## config.mk

```make
export PLATFORM = sky130hd
export DESIGN_NAME = eif_irq_flags
export DESIGN_NICKNAME = d
export VERILOG_FILES = /design/src/rtl/eif_pkg.sv /design/src/rtl/eif_wmark_if.sv /design/src/rtl/eif_watermark.sv /design/src/rtl/eif_irq_flags.sv
export VERILOG_INCLUDE_DIRS = /design/src /design/src/rtl
export SDC_FILE = /design/constraint.sdc
export NUM_CORES = 1
export LEC_CHECK = 0
export ABC_CLOCK_PERIOD_IN_PS = 2600
export BUFFER_PORTS_ARGS = -buffer_cell sky130_fd_sc_hd__buf_2
export CAP_MARGIN = 20
export CORE_UTILIZATION = 30
export DETAILED_ROUTE_END_ITERATION = 10
export PLACE_DENSITY = 0.75
export SYNTH_ARGS = -nofsm -noshare
export SYNTH_HDL_FRONTEND = slang
export SYNTH_SLANG_ARGS = --single-unit
```

## constraint.sdc

```tcl
create_clock -name clk -period 2.6 [get_ports clk]
set_input_delay 0.52 -clock clk [delete_from_list [all_inputs] [get_ports clk]]
set_output_delay 0.52 -clock clk [all_outputs]
set_load 0.1 [all_outputs]
```

## src/rtl/eif_cfg.svh

```systemverilog
`ifndef EIF_CFG_SVH
`define EIF_CFG_SVH

// ----------------------------------------------------------------------
// Alias offsets within the flag register group
// ----------------------------------------------------------------------
`define EIF_OFS_FLAGS      4'h0
`define EIF_OFS_CLR        4'h4
`define EIF_OFS_SET        4'h8
`define EIF_OFS_INV        4'hC

// ----------------------------------------------------------------------
// Flag bit positions
// ----------------------------------------------------------------------
`define EIF_BIT_TXBUSERR   14
`define EIF_BIT_RXBUSERR   13
`define EIF_BIT_EMPTYWM    9
`define EIF_BIT_FULLWM     8
`define EIF_BIT_RX_PACKET_DONE_FLAG     7

// ----------------------------------------------------------------------
// Masks and reset values
// ----------------------------------------------------------------------
`define EIF_STICKY_MASK    32'h0000_6080
`define EIF_FLAGS_RESET    32'h0000_0000
`define EIF_CNT_W          8
`define EIF_CNT_RESET      8'h00
`define EIF_CNT_MAX        8'hFF

`endif

```

## src/rtl/eif_pkg.sv

```systemverilog
package eif_pkg;

   // Alias selected by the word offset of an access
   typedef enum logic [1:0]
   {
      ALIAS_DIRECT = 2'b00,
      ALIAS_CLR    = 2'b01,
      ALIAS_SET    = 2'b10,
      ALIAS_INV    = 2'b11
   } eif_alias_type;

endpackage

```

## src/rtl/eif_wmark_if.sv

```systemverilog
`timescale 1ns/1ps
`default_nettype none
`include "eif_cfg.svh"

interface eif_wmark_if;
   logic [`EIF_CNT_W-1:0] count;       // Descriptor buffer count
   logic                  inc;         // Hardware increment
   logic                  dec;         // Software decrement
   logic [`EIF_CNT_W-1:0] emptyThr;    // Empty threshold field
   logic [`EIF_CNT_W-1:0] fullThr;     // Full threshold field
   logic                  emptyFlag;   // Empty watermark flag
   logic                  fullFlag;    // Full watermark flag

   modport flags
   (
      input  count,
      input  emptyFlag,
      input  fullFlag,
      output inc,
      output dec,
      output emptyThr,
      output fullThr
   );

   modport wmark
   (
      output count,
      output emptyFlag,
      output fullFlag,
      input  inc,
      input  dec,
      input  emptyThr,
      input  fullThr
   );
endinterface

`default_nettype wire

```

## src/rtl/eif_watermark.sv

```systemverilog
`timescale 1ns/1ps
`default_nettype none
`include "eif_cfg.svh"

module eif_watermark
(
   input  wire logic  clk,     // System clock
   input  wire logic  rst,     // Async reset, active high
   input  wire logic  ce,      // Clock enable
   eif_wmark_if.wmark wm       // Counter and watermark signals
);

   logic [`EIF_CNT_W-1:0] countReg;
   logic [`EIF_CNT_W-1:0] countNext;
   logic                  emptyReg;
   logic                  emptyNext;
   logic                  fullReg;
   logic                  fullNext;
   logic                  doInc;
   logic                  doDec;

   // ----------------------------------------------------------------------
   // Counter
   // ----------------------------------------------------------------------
   // Saturating; simultaneous up and down cancel
   assign doInc     = wm.inc && !wm.dec && (countReg != `EIF_CNT_MAX);
   assign doDec     = wm.dec && !wm.inc && (countReg != `EIF_CNT_RESET);
   assign countNext = doInc ? countReg + 8'h01 :
                      doDec ? countReg - 8'h01 : countReg;

   // ----------------------------------------------------------------------
   // Watermark flags
   // ----------------------------------------------------------------------
   // Condition is re-checked each cycle, so a clear that leaves the
   // count past its threshold reasserts one cycle later
   assign emptyNext = wm.inc ? 1'b0 :
                      (countReg <= wm.emptyThr) ? 1'b1 : emptyReg;
   assign fullNext  = wm.dec ? 1'b0 :
                      (countReg >= wm.fullThr) ? 1'b1 : fullReg;

   always_ff @(posedge clk or posedge rst)
   begin
      if (rst)
      begin
         countReg <= `EIF_CNT_RESET;
         emptyReg <= 1'b0;
         fullReg  <= 1'b0;
      end
      else if (ce)
      begin
         countReg <= countNext;
         emptyReg <= emptyNext;
         fullReg  <= fullNext;
      end
   end

   assign wm.count     = countReg;
   assign wm.emptyFlag = emptyReg;
   assign wm.fullFlag  = fullReg;

   // ----------------------------------------------------------------------
   // Checks
   // ----------------------------------------------------------------------
   a_empty_set: assert property (@(posedge clk) disable iff (rst)
      (ce && !wm.inc && countReg <= wm.emptyThr) |=> emptyReg)
      else $error("empty watermark not set at threshold");

   a_empty_clear: assert property (@(posedge clk) disable iff (rst)
      (ce && wm.inc) |=> !emptyReg)
      else $error("empty watermark not cleared by increment");

   a_full_set: assert property (@(posedge clk) disable iff (rst)
      (ce && !wm.dec && countReg >= wm.fullThr) |=> fullReg)
      else $error("full watermark not set at threshold");

   a_full_clear: assert property (@(posedge clk) disable iff (rst)
      (ce && wm.dec) |=> !fullReg)
      else $error("full watermark not cleared by decrement");

   a_count_step: assert property (@(posedge clk) disable iff (rst)
      (ce && wm.inc && !wm.dec && countReg != `EIF_CNT_MAX)
      |=> countReg == $past(countReg) + 8'h01)
      else $error("buffer count did not increment");

endmodule

`default_nettype wire

```

## src/rtl/eif_irq_flags.sv

```systemverilog
// How it works
// - Transmit DMA bus error sets bit 14; reset, the clear or invert alias, or a direct write of zero clears it.
// - Receive DMA bus error sets bit 13; reset, the clear or invert alias, or a direct write of zero clears it.
// - Empty watermark bit 9 sets while count is at or below empty threshold.
// - Hardware increment of the buffer count clears the empty watermark.
// - Full watermark bit 8 sets while count is at or above full threshold.
// - Software decrement strobe clears full watermark and decrements the count.
// - Software writes never change the two watermark bits.
// - Successful packet reception sets bit 7; reset, the clear or invert alias, or a direct write of zero clears it.
// - Offsets 0x4, 0x8, 0xC clear, set or toggle the bits written as one.
`timescale 1ns/1ps
`default_nettype none
`include "eif_cfg.svh"

module eif_irq_flags
(
   input  wire logic        clk,                // System clock, 250 MHz
   input  wire logic        rst,                // Async reset, active high
   input  wire logic        ce,                 // Clock enable, freezes state
   input  wire logic        regWrite,           // Register write strobe
   input  wire logic        regRead,            // Register read strobe
   input  wire logic [3:0]  regAddr,            // Byte offset in the group
   input  wire logic [31:0] regWdata,           // Write data
   output logic      [31:0] regRdata,           // Read data, registered
   input  wire logic [31:0] irqEnable,          // Per-flag interrupt enable
   input  wire logic        txBusError,         // Transmit DMA bus error
   input  wire logic        rxBusError,         // Receive DMA bus error
   input  wire logic        rxPacketDone,       // Packet received ok
   input  wire logic        bufCountIncrement,  // Hardware count increment
   input  wire logic        bufCountDecrement,  // Software decrement strobe
   input  wire logic [7:0]  emptyThreshold,     // Empty threshold field
   input  wire logic [7:0]  fullThreshold,      // Full threshold field
   output logic      [7:0]  bufferCount,        // Descriptor buffer count
   output logic             ethernet_interrupt_request_flags              // Interrupt request
);

   // ----------------------------------------------------------------------
   // Functions
   // ----------------------------------------------------------------------
   function automatic logic [31:0] bitOf(input int pos);
      logic [31:0] m;
      m = 32'h0000_0000;
      m[pos] = 1'b1;
      return m;
   endfunction

   function automatic eif_pkg::eif_alias_type aliasOf(input logic [3:0] ofs);
      return eif_pkg::eif_alias_type'(ofs[3:2]);
   endfunction

   // ----------------------------------------------------------------------
   // Declarations
   // ----------------------------------------------------------------------
   eif_wmark_if wmBus ();

   eif_pkg::eif_alias_type writeAlias;
   logic [31:0] stickyReg;
   logic [31:0] stickyNext;
   logic [31:0] hwSet;
   logic [31:0] swSet;
   logic [31:0] swClr;
   logic [31:0] wdataSticky;
   logic [31:0] readValue;
   logic [31:0] rdataReg;
   logic [31:0] rdataNext;
   logic        isDirect;
   logic        isClr;
   logic        isSet;
   logic        isInv;

   // ----------------------------------------------------------------------
   // Watermark counter
   // ----------------------------------------------------------------------
   assign wmBus.inc      = bufCountIncrement;
   assign wmBus.dec      = bufCountDecrement;
   assign wmBus.emptyThr = emptyThreshold;
   assign wmBus.fullThr  = fullThreshold;

   eif_watermark eif_watermark_inst
   (
      .clk (clk),
      .rst (rst),
      .ce  (ce),
      .wm  (wmBus.wmark)
   );

   // ----------------------------------------------------------------------
   // Write decode
   // ----------------------------------------------------------------------
   // Low two address bits ignored; all four words are mapped
   assign writeAlias  = aliasOf(regAddr);
   assign isDirect    = regWrite && (writeAlias == eif_pkg::ALIAS_DIRECT);
   assign isClr       = regWrite && (writeAlias == eif_pkg::ALIAS_CLR);
   assign isSet       = regWrite && (writeAlias == eif_pkg::ALIAS_SET);
   assign isInv       = regWrite && (writeAlias == eif_pkg::ALIAS_INV);

   // Only sticky bits are reachable; watermark bits drop out here
   assign wdataSticky = regWdata & `EIF_STICKY_MASK;

   // Direct write kept as a debug path, same priority as the aliases
   assign swSet = ({32{isDirect}} & wdataSticky)
                | ({32{isSet}}    & wdataSticky)
                | ({32{isInv}}    & wdataSticky & ~stickyReg);
   assign swClr = ({32{isDirect}} & ~wdataSticky & `EIF_STICKY_MASK)
                | ({32{isClr}}    & wdataSticky)
                | ({32{isInv}}    & wdataSticky & stickyReg);

   // ----------------------------------------------------------------------
   // Sticky flags
   // ----------------------------------------------------------------------
   assign hwSet = ({32{txBusError}}   & bitOf(`EIF_BIT_TXBUSERR))
                | ({32{rxBusError}}   & bitOf(`EIF_BIT_RXBUSERR))
                | ({32{rxPacketDone}} & bitOf(`EIF_BIT_RX_PACKET_DONE_FLAG));

   // Hardware set wins over a clear in the same cycle, so no event is lost
   assign stickyNext = ((stickyReg & ~swClr) | swSet | hwSet) & `EIF_STICKY_MASK;

   always_ff @(posedge clk or posedge rst)
   begin
      if (rst)
         stickyReg <= `EIF_FLAGS_RESET;
      else if (ce)
         stickyReg <= stickyNext;
   end

   // ----------------------------------------------------------------------
   // Read path
   // ----------------------------------------------------------------------
   // Aliases read back the flag word too; unimplemented bits read zero
   assign readValue = stickyReg
                    | ({32{wmBus.emptyFlag}} & bitOf(`EIF_BIT_EMPTYWM))
                    | ({32{wmBus.fullFlag}}  & bitOf(`EIF_BIT_FULLWM));
   assign rdataNext = regRead ? readValue : rdataReg;

   always_ff @(posedge clk or posedge rst)
   begin
      if (rst)
         rdataReg <= `EIF_FLAGS_RESET;
      else if (ce)
         rdataReg <= rdataNext;
   end

   assign regRdata    = rdataReg;
   assign bufferCount = wmBus.count;

   // ----------------------------------------------------------------------
   // Interrupt request
   // ----------------------------------------------------------------------
   assign ethernet_interrupt_request_flags = |(readValue & irqEnable);

   // ----------------------------------------------------------------------
   // Checks
   // ----------------------------------------------------------------------
   a_txbus_set: assert property (@(posedge clk) disable iff (rst)
      (ce && txBusError) |=> stickyReg[`EIF_BIT_TXBUSERR])
      else $error("tx bus error flag not set");

   a_rxbus_set: assert property (@(posedge clk) disable iff (rst)
      (ce && rxBusError) |=> stickyReg[`EIF_BIT_RXBUSERR])
      else $error("rx bus error flag not set");

   a_rx_packet_done_flag_set: assert property (@(posedge clk) disable iff (rst)
      (ce && rxPacketDone) |=> stickyReg[`EIF_BIT_RX_PACKET_DONE_FLAG])
      else $error("rx done flag not set");

   a_txbus_hold: assert property (@(posedge clk) disable iff (rst)
      (stickyReg[`EIF_BIT_TXBUSERR] && !(ce && swClr[`EIF_BIT_TXBUSERR]))
      |=> stickyReg[`EIF_BIT_TXBUSERR])
      else $error("tx bus error flag lost without clear");

   a_clr_alias: assert property (@(posedge clk) disable iff (rst)
      (ce && regWrite && regAddr == `EIF_OFS_CLR && regWdata[`EIF_BIT_RX_PACKET_DONE_FLAG]
       && !rxPacketDone) |=> !stickyReg[`EIF_BIT_RX_PACKET_DONE_FLAG])
      else $error("clear alias did not clear rx done");

   a_inv_alias: assert property (@(posedge clk) disable iff (rst)
      (ce && regWrite && regAddr == `EIF_OFS_INV && regWdata[`EIF_BIT_RXBUSERR]
       && !rxBusError)
      |=> stickyReg[`EIF_BIT_RXBUSERR] != $past(stickyReg[`EIF_BIT_RXBUSERR]))
      else $error("invert alias did not toggle rx bus error");

   a_wm_unwritable: assert property (@(posedge clk) disable iff (rst)
      (ce && regWrite && regAddr == `EIF_OFS_SET && !bufCountDecrement
       && fullThreshold > wmBus.count && !wmBus.fullFlag)
      |=> !wmBus.fullFlag)
      else $error("software write changed full watermark");

   a_irq_enabled: assert property (@(posedge clk) disable iff (rst)
      (stickyReg[`EIF_BIT_RX_PACKET_DONE_FLAG] && irqEnable[`EIF_BIT_RX_PACKET_DONE_FLAG]) |-> ethernet_interrupt_request_flags)
      else $error("enabled flag did not raise interrupt");

   a_irq_quiet: assert property (@(posedge clk) disable iff (rst)
      (irqEnable == 32'h0000_0000) |-> !ethernet_interrupt_request_flags)
      else $error("interrupt raised with all enables low");

   a_read_data: assert property (@(posedge clk) disable iff (rst)
      (ce && regRead) |=> regRdata == $past(readValue))
      else $error("read data does not match flag word");

   a_rxbus_hold: assert property (@(posedge clk) disable iff (rst)
      (stickyReg[`EIF_BIT_RXBUSERR] && !(ce && swClr[`EIF_BIT_RXBUSERR]))
      |=> stickyReg[`EIF_BIT_RXBUSERR])
      else $error("rx bus error flag lost without clear");

   a_rx_packet_done_flag_hold: assert property (@(posedge clk) disable iff (rst)
      (stickyReg[`EIF_BIT_RX_PACKET_DONE_FLAG] && !(ce && swClr[`EIF_BIT_RX_PACKET_DONE_FLAG]))
      |=> stickyReg[`EIF_BIT_RX_PACKET_DONE_FLAG])
      else $error("rx done flag lost without clear");

   // A clear landing with a new event must not swallow the event
   a_set_wins: assert property (@(posedge clk) disable iff (rst)
      (ce && rxPacketDone && regWrite && regAddr == `EIF_OFS_CLR)
      |=> stickyReg[`EIF_BIT_RX_PACKET_DONE_FLAG])
      else $error("clear beat a same-cycle packet done");

   a_empty_irq: assert property (@(posedge clk) disable iff (rst)
      (wmBus.emptyFlag && irqEnable[`EIF_BIT_EMPTYWM]) |-> ethernet_interrupt_request_flags)
      else $error("enabled empty watermark did not raise interrupt");

endmodule

`default_nettype wire

```

==> reports/summary.txt <==
most used routing layer -> met2
clk_skew -> 4.53 ps
Final Util -> 0.383
chip height -> 76.8 microns
CP Launch Type -> flip-flop
Cells after Synth -> 188
Async SR Flop Fraction -> 1.00
critical path startpoint -> eif_watermark_inst.wm.count[1]
worst-path maximum fanout -> 8
final setup margin -> 136 ps
CP endpoint -> eif_watermark_inst.wm.count[7]
Port-buffer cells -> 49
CP Cell Sequence -> nand4_1 > o211a_1 > inv_1 > ha_1 > a21o_1 > a21oi_2 > o31a_1 > mux2_4 > xnor2_2
Synth top area share -> 0.268
Avg Vias per Cell -> 4.64
DRC -> 0
CP Capture Type -> flip-flop
Pleak -> 1.03 nW
largest stage delay on the critical path -> 470 ps
Diodes inserted -> 0
Syn Area/Cell -> 8.94 sq um
clock tree sinks -> 18
IR drop worst, VDD -> 0.000671 V
Die X -> 76.8 microns
CTS Hold Bufs -> 0
GRT overflow -> 0
total vias in the final route -> 1448
Least-Margin Pin Slew -> 697 ps
Netlist cell types -> 36
setup TNS -> 0 ps
M1 GR Usage -> 0.146
Max H-tree Level -> 1
Post-Route WL -> 3580 microns
clock-pin transition on the worst setup and hold timing paths -> 70 ps
Required @ worst endpoint -> 2740 ps
Iteration-0 DRC Markers -> 34
vias in the first global route -> 1337
DIE AREA -> 5900 sq um
Starting Density -> 0.321
synth warn -> 0
GP Congestion -> 0.825
routed length per placed instance -> 11.5 microns
initial antenna violation count -> 0
number of I/O pins -> 135
met3 usage -> 0.0238
register area share after synthesis -> 0.268
number of clock buffers inserted by TritonCTS -> 3
RR Startpoint -> eif_watermark_inst.wm.count[1]
largest net degree at the start of global routing -> 19
synth top area cells -> dfrtp_1, ha_1, buf_4, inv_1, mux2_1
final setup fails -> 0
Clock Latency Late Sink -> 250 ps
fin. max-slew vios -> 0
Total Power -> 2.54 mW
reg-to-reg endpoint -> eif_watermark_inst.wm.count[7]
MaxCap Viol Count -> 0
gr usage total -> 0.125
met2 GRT Util -> 0.221
reg2reg path depth -> 9
first-pass GRT wire length -> 5960 microns
core footprint -> 5240 sq um
Final HPWL DP -> 2940 microns
num rows -> 26
pwr/cell area -> 1270 nW/um^2
postcts setup bufs -> 0
number of synthesized flops with an enable pin -> 0
crit path DAT -> 2600 ps
share of cells above drive strength 1 -> 0.298
TritonCTS clock tree -> done
pre-CTS WS -> 91.8 ps
Hold Path Class -> primary input to asynchronous set/reset pin
critical path class -> flip-flop to flip-flop
Max clock buf depth -> 2
Period minus WS final -> 2460 ps
Tcrit/Tclk final -> 0.948
most frequent cells in the layout -> buf_2, conb_1, ha_1
Post-synth top flop -> dfrtp_1
Slew headroom -> 0.535
Fmax -> 406 MHz
status -> completed
Synth area leader -> dfrtp_1
CTS resizes -> 0
area delta synth->final -> 19.3%
RSZ-0062 raised after global routing -> no
slowest CP cell -> dfrtp_4
Root Buffer -> clkbuf_8
final hold vios -> 0
most common cell after layout, fill and taps aside -> buf_2
mapped cell area -> 1680 sq um
FF+latch count, synth -> 18
Routed Antenna Nets -> 0
TritonRoute pass-1 iters -> 4
layout net count -> 360
r2r setup slk -> 140 ps
==> cell families (layout without fill, tap and decap cells) <==
family / count (synthesis) / in the layout / synth area share
and+or+nand+nor: 36 / 36 / 0.101
AOI/OAI and AO/OA: 46 / 46 / 0.182
muxes: 8 / 8 / 0.0581
adders and majority gates: 23 / 23 / 0.176
buffers and inverters: 49 / 77 / 0.172
DFF: 18 / 18 / 0.268
other: 1 / 27 / 0.00223
xor gates and xnor gates: 7 / 7 / 0.0410
==> registers in the layout (all words and copies together) (netlist names) <==
signal and cells:
stickyReg 3, eif_watermark_inst.wm.count 8, eif_watermark_inst.wm.emptyFlag 1, regRdata 5, eif_watermark_inst.wm.fullFlag 1
==> layer usage <==
metal  vias to the layer above  routed length (microns)
met2                        40                     1850
met1                       691                     1530
met5                         -                        0
li1                        713                        -
met4                         0                       56
met3                         4                      145
==> per-stage QoR <==
step           hold WS [ps]  cells  cell area (sq um)
6_report                362    312               2000
4_1_cts                 384    312               2000
2_1_floorplan           458    214               1800
3_5_place_dp            478    308               1950
5_1_grt                 418    312               2000
3_3_place_gp            471    308               1950
==> power breakdown <==
group | internal [mW] | switching [mW] | total, mW | leakage (nW)
logic | 0.491 | 1.27 | 1.76 | 0.808
clock network | 0.135 | 0.0925 | 0.227 | 0.0288
registers | 0.418 | 0.140 | 0.558 | 0.198
==> cell type report <==
| class | count | area, sq um |
|---|---|---|
| clock buffers | 4 | 55.1 |
| fillers | 529 | 3230 |
| inverters | 20 | 75.1 |
| multi-input cells | 147 | 1040 |
| flip-flops and latches | 18 | 473 |
| well taps | 70 | 87.6 |
| repair buffers | 53 | 275 |
==> synth_stat cells, drive strengths merged, types with 2 or more instances <==
cell type	instances
o211ai	2
a21oi	11
o31a	2
inv	20
buf	28
a22o	3
a31o	3
dfrtp	18
xor2	2
nor2	5
nand2	15
nand4	4
ha	22
nor4	2
a211oi	2
mux2	8
nor2b	3
nand3	4
o21ai	14
a21o	4
xnor2	5
==> worst min-delay path by stage <==
stage | startpoint | end | slack, ps | cells past startpoint
3_3_place_gp | regRdata[13] | regRdata[13] | 470 | 1
5_1_grt | rst | regRdata[14] | 420 | 2
6_report | rst | regRdata[14] | 360 | 2
2_1_floorplan | rst | eif_watermark_inst.wm.count[0] | 460 | 1
4_1_cts | rst | regRdata[14] | 380 | 2
3_5_place_dp | regRdata[9] | regRdata[9] | 480 | 1
==> worst max-delay path, delay by kind of cell, from the launching register on <==
kind | cells | cell delay (ps)
AOI/OAI and AO/OA | 4 | 830
muxes | 1 | 320
buffers and inverters | 1 | 220
xor gates and xnor gates | 1 | 130
adders and majority gates | 1 | 280
DFF | 1 | 470
and+or+nand+nor | 1 | 100
(Power assumes the default switching activity.)
